--- src/inc/lftc_pkg.sv ---
// Package for the low-frequency tick counter: offsets, fields, types.
// Assumes a single bus clock mclk; the low-frequency clock is a pin.
package lftc_pkg;

  // ----------------------------------------------------------------
  // Widths and counter values
  // ----------------------------------------------------------------
  localparam int CNT_W = 24;
  localparam int PRESC_W = 12;
  localparam int EV_W = 2;
  localparam logic [CNT_W-1:0] CNT_RESET = 24'h000000;
  localparam logic [CNT_W-1:0] CNT_NEAR_WRAP = 24'hFFFFF0;
  localparam logic [CNT_W-1:0] CNT_MAX = 24'hFFFFFF;
  localparam logic [CNT_W-1:0] CNT_ONE = 24'h000001;
  localparam logic [PRESC_W-1:0] PRESC_RESET = 12'h000;
  localparam logic [PRESC_W-1:0] PRESC_ONE = 12'h001;
  localparam logic [EV_W-1:0] EV_RESET = 2'h0;

  // ----------------------------------------------------------------
  // Timing
  // ----------------------------------------------------------------
  localparam int LF_FREQ_HZ = 32768;
  localparam int LF_PERIOD_NS = 30517;
  localparam int MCLK_PERIOD_NS = 10;
  localparam int LF_PERIOD_CYC = LF_PERIOD_NS / MCLK_PERIOD_NS;

  // ----------------------------------------------------------------
  // Register offsets (byte addresses) and field positions
  // ----------------------------------------------------------------
  localparam logic [11:0] OFS_TASK_START = 12'h000;
  localparam logic [11:0] OFS_TASK_STOP = 12'h004;
  localparam logic [11:0] OFS_TASK_CLEAR = 12'h008;
  localparam logic [11:0] OFS_TASK_NEAR_WRAP = 12'h00C;
  localparam logic [11:0] OFS_EVENT_STATUS = 12'h100;
  localparam logic [11:0] OFS_INT_MASK = 12'h104;
  localparam logic [11:0] OFS_EVENT_ENABLE = 12'h108;
  localparam logic [11:0] OFS_COUNTER = 12'h10C;
  localparam logic [11:0] OFS_PRESCALER = 12'h110;
  localparam logic [11:0] OFS_RUN_STATUS = 12'h114;
  localparam int TASK_BIT = 0;
  localparam int EV_TICK = 0;
  localparam int EV_WRAP = 1;

  // ----------------------------------------------------------------
  // Bus encodings
  // ----------------------------------------------------------------
  localparam logic [1:0] HTRANS_NONSEQ = 2'h2;
  localparam logic HRESP_OKAY = 1'h0;

  typedef enum {
    REG_NONE, REG_START, REG_STOP, REG_CLEAR, REG_NEAR_WRAP,
    REG_STATUS, REG_MASK, REG_ENABLE, REG_COUNTER, REG_PRESC, REG_RUN
  } lftc_reg_e;

  // AHB-Lite request from the master side
  typedef struct packed {
    logic hsel;
    logic [31:0] haddr;
    logic [1:0] htrans;
    logic hwrite;
    logic [2:0] hsize;
    logic hready;
    logic [31:0] hwdata;
  } lftc_ahb_s;

  // Pending tasks, executed on a low-frequency edge
  typedef struct packed {
    logic start;
    logic stop;
    logic clear;
    logic nearWrap;
  } lftc_task_s;

  localparam lftc_task_s TASK_NONE = '{default: 1'b0};

endpackage

--- src/core/lftc_counter.sv ---
// Low-frequency tick counter with an AHB-Lite register slave.
// Assumes mclk runs whenever software touches the registers and the
// low-frequency clock arrives as an asynchronous pin.
//
// The register addresses and register access over AHB-Lite were chosen for this implementation.
`timescale 1ns/10ps

// Functional notes
// 24-bit up-counter behind a 12-bit prescaler of low-frequency edges.
// Counter advances only on low-frequency clock edges.
// Prescaler zero: one step per low-frequency period, about 30.517 us.
// Step rate is 32.768 kHz divided by prescaler plus one.
// Step when internal count is zero, then reload it from prescaler.
// Prescaler writable only while stopped; writes otherwise ignored.
// Start, clear and near-wrap tasks reload the internal count.
// Enabled tick event fires once per counter step.
// Tick event disabled after reset.
// Near-wrap task loads the counter with 0xFFFFF0.
// Wrap event fires when counter rolls from 0xFFFFFF to zero.
// Wrap event disabled after reset.
// Per-event enable; disabled events neither fire nor request clocks.
// Software starts the low-frequency clock before using the counter.
// Software keeps tick disabled when unneeded to save power.
// Bus counter read returns a value latched at read time.
// Start runs, stop halts keeping value, clear zeroes the counter.
// Crossings into the counter logic use proper synchronisers.
module lftc_counter (
  input wire logic mclk,
  input wire logic rst,
  input wire logic ce,
  input wire logic lowFreqClock,
  input wire lftc_pkg::lftc_ahb_s ahbReq,
  output logic hreadyout,
  output logic hresp,
  output logic [31:0] hrdata,
  output logic irq,
  output logic tickEvent,
  output logic wrapEvent,
  output logic periphBusClockReq,
  output logic highFreqClockReq
);
  import lftc_pkg::*;

  // ----------------------------------------------------------------
  // State of the block
  // ----------------------------------------------------------------
  typedef struct packed {
    logic aValid;
    logic aWrite;
    logic [11:0] aAddr;
    logic [31:0] rdata;
    lftc_task_s pend;
    logic running;
    logic [CNT_W-1:0] counter;
    logic [PRESC_W-1:0] prescaler;
    logic [EV_W-1:0] eventEnableMask;
    logic [EV_W-1:0] status;
    logic [EV_W-1:0] intMask;
    logic tickPulse;
    logic wrapPulse;
    logic clkReq;
  } lftc_main_s;

  localparam lftc_main_s MAIN_RESET = '{
    aValid: 1'b0,
    aWrite: 1'b0,
    aAddr: 12'h000,
    rdata: 32'h00000000,
    pend: TASK_NONE,
    running: 1'b0,
    counter: CNT_RESET,
    prescaler: PRESC_RESET,
    eventEnableMask: EV_RESET,
    status: EV_RESET,
    intMask: EV_RESET,
    tickPulse: 1'b0,
    wrapPulse: 1'b0,
    clkReq: 1'b0
  };

  lftc_main_s st;
  lftc_main_s next_st;

  logic lfRise;
  logic presAtZero;
  logic presStep;
  logic presReload;
  logic addrTaken;
  lftc_task_s newTask;
  lftc_reg_e wrSel;
  lftc_reg_e rdSel;
  logic [EV_W-1:0] fired;
  logic [CNT_W-1:0] incCount;
  logic wrData;
  logic prescOpen;
  logic wrStatus;
  logic wrMask;
  logic wrEnable;
  logic wrPresc;
  logic doStop;
  logic doStart;
  logic doClear;
  logic doNearWrap;
  logic doStep;
  logic cntWraps;

  // ----------------------------------------------------------------
  // Helper functions
  // ----------------------------------------------------------------

  // Map a byte offset onto a register; shared by read and write
  function automatic lftc_reg_e regSelect(input logic [11:0] ofs);
    lftc_reg_e sel;
    sel = REG_NONE;
    if (ofs == OFS_TASK_START) begin
      sel = REG_START;
    end else if (ofs == OFS_TASK_STOP) begin
      sel = REG_STOP;
    end else if (ofs == OFS_TASK_CLEAR) begin
      sel = REG_CLEAR;
    end else if (ofs == OFS_TASK_NEAR_WRAP) begin
      sel = REG_NEAR_WRAP;
    end else if (ofs == OFS_EVENT_STATUS) begin
      sel = REG_STATUS;
    end else if (ofs == OFS_INT_MASK) begin
      sel = REG_MASK;
    end else if (ofs == OFS_EVENT_ENABLE) begin
      sel = REG_ENABLE;
    end else if (ofs == OFS_COUNTER) begin
      sel = REG_COUNTER;
    end else if (ofs == OFS_PRESCALER) begin
      sel = REG_PRESC;
    end else if (ofs == OFS_RUN_STATUS) begin
      sel = REG_RUN;
    end
    return sel;
  endfunction

  // Zero-extend an event field to a bus word
  function automatic logic [31:0] evWord(input logic [EV_W-1:0] v);
    return {{(32 - EV_W){1'b0}}, v};
  endfunction

  // Bus word of the register picked by a read address
  function automatic logic [31:0] readWord(input lftc_reg_e sel,
    input lftc_main_s s);
    logic [31:0] word;
    word = 32'h00000000;
    if (sel == REG_STATUS) begin
      word = evWord(s.status);
    end else if (sel == REG_MASK) begin
      word = evWord(s.intMask);
    end else if (sel == REG_ENABLE) begin
      word = evWord(s.eventEnableMask);
    end else if (sel == REG_COUNTER) begin
      word = {8'h00, s.counter};
    end else if (sel == REG_PRESC) begin
      word = {20'h00000, s.prescaler};
    end else if (sel == REG_RUN) begin
      word = {31'h00000000, s.running};
    end
    return word;
  endfunction

  // ----------------------------------------------------------------
  // Low-frequency edge detection and the prescale divider
  // ----------------------------------------------------------------
  lftc_sync u_sync (
    .mclk(mclk),
    .rst(rst),
    .ce(ce),
    .lfPin(lowFreqClock),
    .lfRise(lfRise)
  );

  lftc_prescaler u_presc (
    .mclk(mclk),
    .rst(rst),
    .ce(ce),
    .step(presStep),
    .reload(presReload),
    .prescaler(st.prescaler),
    .atZero(presAtZero)
  );

  // Tasks act only on a low-frequency edge
  assign presReload = doClear | doNearWrap | doStart;
  assign presStep = lfRise & st.running & ~st.pend.stop &
                    ~presReload;

  // ----------------------------------------------------------------
  // Bus decode
  // ----------------------------------------------------------------
  assign addrTaken = ahbReq.hsel & ahbReq.hready &
                     (ahbReq.htrans == HTRANS_NONSEQ);
  assign wrSel = regSelect(st.aAddr);
  assign rdSel = regSelect(ahbReq.haddr[11:0]);
  assign incCount = st.counter + CNT_ONE;

  // ----------------------------------------------------------------
  // Task qualifiers for the low-frequency edge
  // ----------------------------------------------------------------
  // Stop beats start; clear beats near-wrap beats a count step
  assign doStop = lfRise & st.pend.stop;
  assign doStart = lfRise & st.pend.start & ~st.pend.stop;
  assign doClear = lfRise & st.pend.clear;
  assign doNearWrap = lfRise & st.pend.nearWrap & ~st.pend.clear;
  assign doStep = presStep & presAtZero;
  assign cntWraps = (st.counter == CNT_MAX);

  // ----------------------------------------------------------------
  // Register write strobes in the data phase
  // ----------------------------------------------------------------
  // Prescaler is locked once running or a start is pending
  assign wrData = st.aValid & st.aWrite;
  assign prescOpen = ~st.running & ~st.pend.start;

  // One strobe per writable register
  always_comb begin
    wrStatus = 1'b0;
    wrMask = 1'b0;
    wrEnable = 1'b0;
    wrPresc = 1'b0;
    if (wrData) begin
      if (wrSel == REG_STATUS) begin
        wrStatus = 1'b1;
      end else if (wrSel == REG_MASK) begin
        wrMask = 1'b1;
      end else if (wrSel == REG_ENABLE) begin
        wrEnable = 1'b1;
      end else if (wrSel == REG_PRESC) begin
        wrPresc = prescOpen;
      end
    end
  end

  // Task strobes written by the bus in the data phase
  always_comb begin
    newTask = TASK_NONE;
    if (st.aValid && st.aWrite && ahbReq.hwdata[TASK_BIT]) begin
      if (wrSel == REG_START) begin
        newTask.start = 1'b1;
      end else if (wrSel == REG_STOP) begin
        newTask.stop = 1'b1;
      end else if (wrSel == REG_CLEAR) begin
        newTask.clear = 1'b1;
      end else if (wrSel == REG_NEAR_WRAP) begin
        newTask.nearWrap = 1'b1;
      end
    end
  end

  // ----------------------------------------------------------------
  // Next-state logic
  // ----------------------------------------------------------------
  always_comb begin
    next_st = st;
    fired = EV_RESET;
    next_st.tickPulse = 1'b0;
    next_st.wrapPulse = 1'b0;
    next_st.clkReq = 1'b0;

    // Address phase capture
    next_st.aValid = addrTaken;
    if (addrTaken) begin
      next_st.aWrite = ahbReq.hwrite;
      next_st.aAddr = ahbReq.haddr[11:0];
    end

    // Register writes in the data phase
    if (wrStatus) begin
      next_st.status = st.status & ~ahbReq.hwdata[EV_W-1:0];
    end
    if (wrMask) begin
      next_st.intMask = ahbReq.hwdata[EV_W-1:0];
    end
    if (wrEnable) begin
      next_st.eventEnableMask = ahbReq.hwdata[EV_W-1:0];
    end
    if (wrPresc) begin
      next_st.prescaler = ahbReq.hwdata[PRESC_W-1:0];
    end

    // Task execution on a low-frequency edge
    if (doStop) begin
      next_st.running = 1'b0;
    end else if (doStart) begin
      next_st.running = 1'b1;
    end
    if (doClear) begin
      next_st.counter = CNT_RESET;
    end else if (doNearWrap) begin
      next_st.counter = CNT_NEAR_WRAP;
    end else if (doStep) begin
      next_st.counter = incCount;
      fired[EV_TICK] = st.eventEnableMask[EV_TICK];
      if (cntWraps) begin
        fired[EV_WRAP] = st.eventEnableMask[EV_WRAP];
      end
    end

    // Pending tasks: consumed on an edge, new writes always kept
    next_st.pend = (lfRise ? TASK_NONE : st.pend) | newTask;

    // Sticky status: a new event wins over a clear
    next_st.status = next_st.status | fired;
    next_st.tickPulse = fired[EV_TICK];
    next_st.wrapPulse = fired[EV_WRAP];
    next_st.clkReq = |fired;

    // Read data from post-write values, so a read right after a write sees it
    if (addrTaken && !ahbReq.hwrite) begin
      next_st.rdata = readWord(rdSel, next_st);
    end
  end

  // ----------------------------------------------------------------
  // State register
  // ----------------------------------------------------------------
  always_ff @(posedge mclk) begin
    if (rst) begin
      st <= MAIN_RESET;
    end else if (ce) begin
      st <= next_st;
    end
  end

  // ----------------------------------------------------------------
  // Outputs
  // ----------------------------------------------------------------

  // Bus answer: zero wait states, stalled while frozen
  assign hreadyout = ce;
  assign hresp = HRESP_OKAY;
  assign hrdata = st.rdata;

  // Events and interrupt
  assign irq = |(st.status & st.intMask);
  assign tickEvent = st.tickPulse;
  assign wrapEvent = st.wrapPulse;

  // Clock requests only for enabled events
  assign periphBusClockReq = st.clkReq;
  assign highFreqClockReq = st.clkReq;

endmodule

--- src/core/lftc_sync.sv ---
// Synchroniser and rising-edge finder for the low-frequency clock pin.
// Assumes the pin is asynchronous to mclk and much slower than it.
`timescale 1ns/10ps

module lftc_sync (
  input wire logic mclk,
  input wire logic rst,
  input wire logic ce,
  input wire logic lfPin,
  output logic lfRise
);
  import lftc_pkg::*;

  typedef struct packed {
    logic meta;
    logic sync;
    logic last;
  } lftc_sync_s;

  lftc_sync_s st;
  lftc_sync_s next_st;

  // ----------------------------------------------------------------
  // Two-stage capture, then a delayed copy for edge finding
  // ----------------------------------------------------------------
  always_comb begin
    next_st = st;
    next_st.meta = lfPin;
    next_st.sync = st.meta;
    next_st.last = st.sync;
  end

  // State register
  always_ff @(posedge mclk) begin
    if (rst) begin
      st <= '{default: 1'b0};
    end else if (ce) begin
      st <= next_st;
    end
  end

  // One-cycle pulse per low-frequency rising edge
  assign lfRise = st.sync & ~st.last;

endmodule

--- src/core/lftc_prescaler.sv ---
// Internal prescale count that divides low-frequency edges.
// Assumes step and reload come from logic on mclk.
`timescale 1ns/10ps

module lftc_prescaler (
  input wire logic mclk,
  input wire logic rst,
  input wire logic ce,
  input wire logic step,
  input wire logic reload,
  input wire logic [lftc_pkg::PRESC_W-1:0] prescaler,
  output logic atZero
);
  import lftc_pkg::*;

  typedef struct packed {
    logic [PRESC_W-1:0] count;
  } lftc_presc_s;

  lftc_presc_s st;
  lftc_presc_s next_st;

  // ----------------------------------------------------------------
  // Reload on tasks, count down per edge, reload after zero
  // ----------------------------------------------------------------
  always_comb begin
    next_st = st;
    if (reload) begin
      next_st.count = prescaler;
    end else if (step) begin
      if (st.count == PRESC_RESET) begin
        next_st.count = prescaler;
      end else begin
        next_st.count = st.count - PRESC_ONE;
      end
    end
  end

  // State register
  always_ff @(posedge mclk) begin
    if (rst) begin
      st <= '{count: PRESC_RESET};
    end else if (ce) begin
      st <= next_st;
    end
  end

  assign atZero = (st.count == PRESC_RESET);

endmodule

--- config.mk ---
export PLATFORM = sky130hd
export DESIGN_NAME = lftc_counter
export DESIGN_NICKNAME = d
export VERILOG_FILES = /design/src/inc/lftc_pkg.sv /design/src/core/lftc_counter.sv /design/src/core/lftc_sync.sv /design/src/core/lftc_prescaler.sv
export SDC_FILE = /design/constraint.sdc
export NUM_CORES = 1
export LEC_CHECK = 0
export BUFFER_PORTS_ARGS = -buffer_cell sky130_fd_sc_hd__buf_2
export CAP_MARGIN = 20
export CORE_MARGIN = 5
export CORE_UTILIZATION = 25
export DETAILED_ROUTE_END_ITERATION = 6
export GPL_ROUTABILITY_DRIVEN = 1
export GPL_TIMING_DRIVEN = 0
export REMOVE_ABC_BUFFERS = 1
export SYNTH_ARGS = -nofsm -noshare
export SYNTH_HDL_FRONTEND = slang
export SYNTH_HIERARCHICAL = 1
export SYNTH_SLANG_ARGS = --single-unit
--- constraint.sdc ---
create_clock -name mclk -period 3 [get_ports mclk]
set_clock_uncertainty 0.1 [all_clocks]
set_input_delay 0.45 -clock mclk [delete_from_list [all_inputs] [get_ports mclk]]
set_output_delay 0.45 -clock mclk [all_outputs]
set_load 0.05 [all_outputs]
# Word-level counts from Yosys, hierarchy flattened
# Index checks and enable logic that the tools add are counted.
# totals
ff_bits	111
latch_bits	0
mem_bits_rw	0
rom_bits	0
in_bits	76
output_inout_bits	39
wordCells	163
n_memories	0
# classes
add_sub_neg	2
multipliers	0
div	0
magnitude_cmp	0
eq_ne	34
shift	0
n_mux	65
bitwise	28
n_reduce_logical	13
# ops
cell	count
$eq A32 B4 Y1 const B	7
$mux W24	7
$eq A12 B9 Y1 const B	12
$eq A32 B5 Y1 const B	4
$mux W4	22
$eq A32 B3 Y1 const B	2
$mux W12	5
$eq A12 B4 Y1 const B	4
$logic_not A12 Y1	3
$eq A32 B2 Y1 const B	1
$add A24 B1 Y24 const B	1
$eq A12 B3 Y1 const B	2
$eq A24 B24 Y1 const B	1
$mux W1	23
$and A1 B1 Y1	15
$mux W2	7
$sub A12 B1 Y12 const B	1
$not A1 Y1	6
$reduce_and A2 Y1	3
$and A2 B2 Y2	2
$or A4 B4 Y4	1
$reduce_or A2 Y1	2
$logic_and A1 B1 Y1	3
$mux W3	1
6 further kinds	7

# Depth between registers and ports, before layout
# Gate-level depths: netlist of run 1.
# logic_depth
word_depth	23
mapped_depth	10
mapped_depth_nobuf	10

# Hierarchy
# The synthesis of run 1 kept the hierarchy.
# by_module_without_submodules
module	instances	cells_each	area_per_inst_um2	seq_area_each_um2
lftc_counter	1	611	4919.7	1761.7
lftc_prescaler	1	106	884.6	240.2
lftc_sync	1	10	107.6	60.1

# Worst setup path after synthesis of run 1
# OpenSTA, ideal clock, no wires.
# synth_path
path_kind	flip-flop to flip-flop
from	register u_presc/st[4] (netlist name)
to	register st[38] (netlist name)
setup_time_ns	0.122
arrival_time_ns	2.477
required_time_ns	2.778
slack_ns	0.301
path_stages_with_launch	8
path_buffers	0
period_less_slack_ns	2.699
path_cell_list	dfxtp_1 -> or4_4 -> nor2_1 -> nand3b_1 -> nor4_4 -> nand4_1 -> xnor2_1 -> a221o_1
# synth_between
elab_chain_len	5
# synth_rtl
element	line_no	text
from (decl)	lftc_prescaler.sv:20	lftc_presc_s st;
from (signal assigned)	lftc_prescaler.sv:42	st <= '{count: PRESC_RESET};
from (signal assigned)	lftc_prescaler.sv:44	st <= next_st;
$logic_not A12 Y1	lftc_prescaler.sv:48	assign atZero = (st.count == PRESC_RESET);
net presAtZero	lftc_counter.sv:85	logic presAtZero;
$and A1 B1 Y1	lftc_counter.sv:208	assign doStep = presStep & presAtZero;
$mux W24	lftc_counter.sv:294	end else if (doStep) begin
$mux W24	lftc_counter.sv:292	end else if (doNearWrap) begin
$mux W24	lftc_counter.sv:290	if (doClear) begin
to (signal assigned)	lftc_counter.sv:324	st <= next_st;
to (decl)	lftc_counter.sv:81	lftc_main_s st;
# The timed path passes the listed nets, and every way through them passes these cells.
# A chain may end at the register's enable or synchronous reset.

# Worst setup path in the final report of run 1
# layout_path
from	register u_sync.st (netlist bit u_sync/next_st[0])
to	register u_presc/st[9] (netlist name)
# layout_between
elab_chain_len	9
elab_cells_between_ends	15
classes_between	mux (1); bitwise (12); reduce/logical (2)
# layout_rtl
element	line_no	text
from (decl)	lftc_sync.sv:20	lftc_sync_s st;
from (signal assigned)	lftc_sync.sv:38	st <= next_st;
$and A1 B1 Y1 (*)	lftc_sync.sv:43	assign lfRise = st.sync & ~st.last;
net lfRise	lftc_counter.sv:84	logic lfRise;
$and A1 B1 Y1 (2 in a row)	lftc_counter.sv:207	assign doNearWrap = lfRise & st.pend.nearWrap & ~st.pend.clear;
$or A1 B1 Y1 (2 in a row)	lftc_counter.sv:187	assign presReload = doClear | doNearWrap | doStart;
$not A1 Y1	lftc_counter.sv:189	~presReload;
$and A1 B1 Y1 (*)	lftc_counter.sv:188	assign presStep = lfRise & st.running & ~st.pend.stop &
net presStep	lftc_counter.sv:86	logic presStep;
$reduce_bool A2 Y1 (no line) (*)	--	
$reduce_and A2 Y1 (no line) (*)	--	
# Mark *: on every way through the listed nets, which the timed path passes. The rest lies on a longest branch.

==> results.toml, run 1 <==
[outcome]
status = "completed"

[global_routing]
grt_first_pass_wirelength_microns = 26500
grt_pass1_vias = 4941
grt_start_max_net_pins = 74
grt_overflow_total = 0
grt_usage_pct = 12.2
antenna_found_initial = 0

[logic_synthesis]
post-synth-top-area-cell = "dfxtp_1"
ys_seq_area_share_pct = 34.9
synth-seq-cells = 103
ys.flop_type = "dfxtp_1"
yosysUniqueCellTypes = 80
ys_warn_count = 6
syn_avg_cell_area_sq_um = 8.13
synth_area_leaders = "dfxtp_1, nand2_1, mux2i_1, nor2_1, buf_4"
async_flop_share_pct = 0
yosysTopAreaCellShare_pct = 34.9
netlist_instances = 727
synth_edf_count = 0
syn_area_sq_um = 5910

[critical_path]
startpoint = "u_sync/next_st[0]$_SDFFE_PP0P_"
path_cells = "nor2b_4, or4b_1, nor3b_2, or4bb_1, nor3_1, and3_1, a311o_1"
regToRegSetupSlack_ns = 0.18
start_kind = "flop"
worst-path-buf-inv = 0
crit_type = "reg2reg"
arrival_ns = 3.03
critical-path-slowest-cell = "or4b_1"
cp-end-kind = "flop"
critPathMaxStageDelay_ns = 0.62
r2r_end = "u_presc/st[9]$_SDFFE_PP0P_"
required_ns = 3.21
cp.depth = 7
critical_path.max_fanout = 12
rr_worst_depth = 7
worstReg2RegStart = "u_sync/next_st[0]$_SDFFE_PP0P_"
worstSetupEndpoint = "u_presc/st[9]$_SDFFE_PP0P_"
cp_top_family = "simple AND/OR/NAND/NOR gates"

[placed_design]
dpl.hpwl_microns = 11700
postPlaceCellArea_sq_um = 6250
place_congestion = 0.866
numPortBuffers = 62
dp_slack_ns = -1.08

[clock_network]
numCtsBuffers = 9
cts.path.max_buffers = 2
ctsHoldBuffers = 0
cts_root_buffer = "clkbuf_16"
clk_pin_slew_ns = 0.08
clkLatencyLatePin_ns = 0.36
cts.sinks = 103
cts_tree = "built"
cts_max_level = 3

[route]
drt-vias-per-instance = 5.03
via_count = 5358
drc = 0
wl_microns = 16400
dr.pass1.iters = 5
wl_per_cell_microns = 15.4
first_iter_violations = 437
ant_nets = 0

[power]
p_leak_nw = 2.52
vdd_drop_max_v = 0.000260
powerDensity_nw_per_um2 = 420

[sta]
setup_ws_ns = 0.184
rsz0062_at_grt = "no"
worst_pin_slew_ns = 0.922
period_share_pct = 93.9
setup_violations = 0
clock.fmax_mhz = 355
period_needed_ns = 2.82
hold_violations = 0
report.final.slew_viol_count = 0
slew-limit-headroom_pct = 38.3
holdWs_ns = 0.229

[floorplan]
fp.dieH_microns = 164
io_pins = 115
core.rowCount = 56
die_w_microns = 164
dieArea_sq_um = 26800
start_util_pct = 25.3
fp.coreArea_sq_um = 23400

[cells_and_area]
fin_util_pct = 28.4
layout-drive-gt1-share_pct = 16.2
nNetsFinal = 820
area_growth_pct = 12.3
fin_area_sq_um = 6640
final_common_cell = "dfxtp_1"
n_antenna_cell = 0
final_cell_mix = "dfxtp_1, nand2_1, nor2_1"

[job]
maxCapViolCount = 0

[min_path]
hp-class = "in2reg"
min_path_cells = 3
==> final cells by class <==
cell class,count,area [sq um]
fill,2591,16800
clock inverter,7,87.6
clock buffer,9,225
tap,319,399
inverter,22,82.6
multi-input combinational,536,3410
timing repair buffer,69,375
sequential,103,2060
==> Yosys cell counts (7+ instances only) <==
master,instances
nand4_1,15
nor3_1,20
dfxtp_1,103
and3_1,9
buf_4,35
o21ai_1,8
a21oi_1,41
a2bb2oi_1,11
o21ai_0,38
clkbuf_1,29
inv_1,21
xnor2_1,18
nand3_1,25
nand2_1,93
mux2i_1,30
nor2_1,71
nor4_4,7
nand2b_1,8
==> layer usage <==
layer	vias to the layer above	track usage (%)	share of wire, %
li1	2607	-	-
met1	2583	17.1	49
met2	156	18.7	44
met3	12	3.36	5.6
met4	0	2.97	1.4
met5	-	0	0
==> kinds of logic (layout without fill, tap and decap cells) <==
| group | Yosys count | in the layout | share of synthesized area, % |
|---|---|---|---|
| muxes | 35 | 35 | 6.10 |
| adders and majority gates | 3 | 3 | 0.635 |
| buffers and inverters | 96 | 107 | 8.83 |
| xor gates and xnor gates | 21 | 21 | 3.11 |
| and+or+nand+nor | 298 | 298 | 26.9 |
| other | 1 | 9 | 0.0634 |
| AOI/OAI and AO/OA | 170 | 170 | 19.5 |
| DFF | 103 | 103 | 34.9 |
==> registers in the layout, indices dropped and copies added (netlist names) <==
signal / cells
st: 61
wrapEvent: 1
u_sync/st: 1
u_presc/st: 12
u_sync/next_st: 2
hrdata: 24
tickEvent: 1
highFreqClockReq: 1
==> power by group <==
part,internal (W),leakage [nW],switching (W)
sequential,0.00137,0.830,0.00000529
clock,0.000669,0.154,0.000580
combinational,0.0000394,1.54,0.000125
total,0.00208,2.52,0.000710
==> worst min-delay path, delay by kind of cell <==
| family | cells | cell delay, ns |
|---|---|---|
| mux | 1 | 0.05 |
| buf+inv | 1 | 0.07 |
| simple gates | 1 | 0.07 |
==> how the worst min path moves through the flow <==
stage / from / end / slack (ns)
global route: ahbReq[5] / st[14]$_SDFFE_PP0P_ / 0.22
global placement: hrdata[19]$_SDFFE_PP0P_ / hrdata[19]$_SDFFE_PP0P_ / 0.33
finish: lowFreqClock / u_sync/next_st[1]$_SDFFE_PP0P_ / 0.23
floorplan: st[18]$_SDFFE_PP0P_ / st[18]$_SDFFE_PP0P_ / 0.33
detailed placement: hrdata[17]$_SDFFE_PP0P_ / hrdata[17]$_SDFFE_PP0P_ / 0.34
CTS: lowFreqClock / u_sync/next_st[1]$_SDFFE_PP0P_ / 0.22
==> what timing repair did <==
item | 4_1_cts | 5_1_grt
cloned | 0 | 0
gates resized for setup | 4 | 5
pin swaps | 3 | 1
setup buffers | 4 | 2
setup endpoints to repair | 40 | 41
==> per-stage QoR <==
stage | cells | TNS [ns] | power, W
floorplan | 661 | 0 | 0.00148
global placement | 1042 | -31.15 | 0.00157
detailed placement | 1043 | -25.23 | 0.00157
CTS | 1063 | 0 | 0.00283
global route | 1065 | 0 | 0.00290
finish | 1065 | 0 | 0.00279
Power figures use the tool's default switching activity.
==> run 2: changes to the inputs <==
ABC_AREA = 1   (was not set)
==> run 2 against run 1 <==
Net effect: the flow now finishes with violations (design-rule violations); first-iteration DRC count fell by 24%; global-route usage fell by 0.84 points; utilization fell by 0.11 points; critical path depth up 5; clock power about the same; routed wire length fell by 2.6%; area after synthesis grew 2.8%; flip-flop and latch count stayed put; sequential power rose by 5%; largest cell class unchanged; highest routed layer unchanged; cell count increased by 21%; synthesized cell count increased by 30%; fmax is 6.8% higher.
==> results.toml, run 2 <==
[outcome]
status = "finished, violations left"
failed_checks = "design-rule violations"

[clock_network]
clk_pin_slew_ns = 0.07
cts.sinks = 103
cts_root_buffer = "clkbuf_16"
post_cts_buffers = 0
ctsHoldBuffers = 0
cts_max_level = 3
clkLatencyLatePin_ns = 0.35
numCtsBuffers = 9
cts.path.max_buffers = 2
cts_tree = "built"

[logic_synthesis]
ys_warn_count = 6
ys_seq_area_share_pct = 33.9
synth_edf_count = 0
synth-seq-cells = 103
synth.most_common_cell = "nand2_1"
yosysUniqueCellTypes = 47
syn_avg_cell_area_sq_um = 6.41
yosysTopAreaCellShare_pct = 33.9
netlist_instances = 948
ys.flop_type = "dfxtp_1"
synth_area_leaders = "dfxtp_1, nand2_1, o21ai_0, inv_1, a21oi_1"
post-synth-top-area-cell = "dfxtp_1"
async_flop_share_pct = 0
syn_area_sq_um = 6080
synthTopCellsByCount = "nand2_1, inv_1, dfxtp_1"

[floorplan]
fp.dieH_microns = 166
die_w_microns = 166
fp.coreArea_sq_um = 24100
start_util_pct = 25.2
io_pins = 115
core.rowCount = 57
dieArea_sq_um = 27500

[cells_and_area]
top_register = "st"
layout-drive-gt1-share_pct = 11.6
area_growth_pct = 12.1
fin_util_pct = 28.3
final_cell_mix = "nand2_1, inv_1, dfxtp_1"
seq_area_sq_um = 2060
nNetsFinal = 1041
fin_area_sq_um = 6810
final_common_cell = "nand2_1"
fin_cells = 1290
multiInputGateArea_sq_um = 3230
n_fill_cell = 2722
n_antenna_cell = 0
largest_reg_flops = 61

[critical_path]
arrival_ns = 2.81
cp-end-kind = "flop"
critical_path.max_fanout = 20
crit_type = "reg2reg"
start_kind = "flop"
required_ns = 3.17

[sta]
clock.fmax_mhz = 379
slew-limit-headroom_pct = 41.2
rsz0062_at_grt = "no"
hold_violations = 0
worst_pin_slew_ns = 0.881
report.final.slew_viol_count = 0
setup_violations = 0
period_share_pct = 87.9
period_needed_ns = 2.64

[power]
vdd_drop_max_v = 0.000258
design_power_total_w = 0.00301
powerDensity_nw_per_um2 = 442
p_leak_nw = 3.14

[global_routing]
antenna_found_initial = 0
grt_start_max_net_pins = 47
grt_pass1_vias = 5337
grt_first_pass_wirelength_microns = 26500
grt_usage_pct = 11.4
grt_overflow_total = 0

[route]
drt-vias-per-instance = 4.49
first_iter_violations = 330
via_count = 5797
drc = 2
wl_microns = 16000
dr.pass1.iters = 7
wl_per_cell_microns = 12.4
ant_nets = 0

[job]
maxCapViolCount = 0

[placed_design]
dpl.hpwl_microns = 11900
dp_cells = 1275
place_congestion = 0.868
postPlaceCellArea_sq_um = 6460
numPortBuffers = 62

[min_path]
hp-class = "in2reg"
==> run 2: cell types whose count changed after synthesis, sizes merged, moves of 10 or more <==
cell / before / now
nor2: 72 / 94
a21oi: 41 / 73
o21ai: 48 / 98
a2bb2oi: 11 / 0
nand2: 94 / 240
nand3: 26 / 69
inv: 21 / 114
or2: 0 / 10
xnor2: 18 / 4
mux2i: 30 / 5
nor4: 14 / 1
==> run 2: cell type report <==
type                            count  area share [%]
Clock buffer                       10            3.36
Inverter                          116            6.47
Multi-Input combinational cell    667            47.4
Tap cell                          324            5.95
Timing Repair Buffer               65            5.36
Clock inverter                      5            1.21
Sequential cell                   103            30.3
==> run 2: final timing paths <==
kind	to	from	cells past startpoint	slack (ns)
hold reg to reg	hrdata[6]$_SDFFE_PP0P_	hrdata[6]$_SDFFE_PP0P_	2	0.35
hold / removal	st[92]$_SDFFE_PP0P_	ahbReq[49]	3	0.26
setup / recovery	u_presc/st[6]$_SDFFE_PP0P_	u_sync/next_st[0]$_SDFFE_PP0P_	12	0.36
setup reg to reg	u_presc/st[6]$_SDFFE_PP0P_	u_sync/next_st[0]$_SDFFE_PP0P_	12	0.36
==> run 2: critical path, cell delays in order (launching register included) <==
cell and delay (ns):
dfxtp_1 0.33, inv_1 0.08, nor2_4 0.27, nand3_4 0.28, nand2_1 0.27, nor2_2 0.09
nand2_1 0.06, inv_1 0.03, o21ai_1 0.38, inv_1 0.33, o21ai_0 0.15, nand2_1 0.07
a21oi_1 0.12
==> run 2: metal layers <==
| metal | GRT usage (%) | vias to the layer above | share of wire (%) |
|---|---|---|---|
| met5 | 0 | - | 0 |
| met4 | 3.69 | 0 | 1.8 |
| met3 | 2.29 | 18 | 4.1 |
| met2 | 18.8 | 109 | 46 |
| met1 | 15.0 | 2624 | 48 |
| li1 | - | 3046 | - |
==> run 2: logic make-up after synthesis <==
group                      after synthesis  synth area share, %
adders and majority gates                3                0.618
and+or+nand+nor                        450                 32.8
DFF                                    103                 33.9
other                                    1               0.0617
xor gates and xnor gates                11                 1.58
muxes                                    5                0.823
buffers and inverters                  186                 14.0
AOI/OAI and AO/OA                      189                 16.1
==> run 2: repair_timing <==
| item | CTS | global route |
|---|---|---|
| hold endpoints to repair | 0 | 0 |
| cloned | 0 | 0 |
| setup endpoints to repair | 65 | 18 |
| resized for setup | 6 | 5 |
| pin swaps | 0 | 0 |
==> run 2: metrics by stage <==
stage               TNS [ns]  setup slack [ns]  hold WS, ns
finish                     0             0.362        0.258
global route               0            0.0584        0.254
CTS                        0            0.0720        0.243
detailed placement    -29.91            -0.789        0.335
global placement      -47.27             -1.46        0.333
floorplan             -0.304           -0.0563        0.339
==> run 2: where the power goes <==
group / switching (W) / internal (W) / total, W
clock network: 0.000519 / 0.000730 / 0.00125
logic: 0.000209 / 0.0000994 / 0.000309
registers: 0.0000440 / 0.00141 / 0.00145
total: 0.000772 / 0.00224 / 0.00301
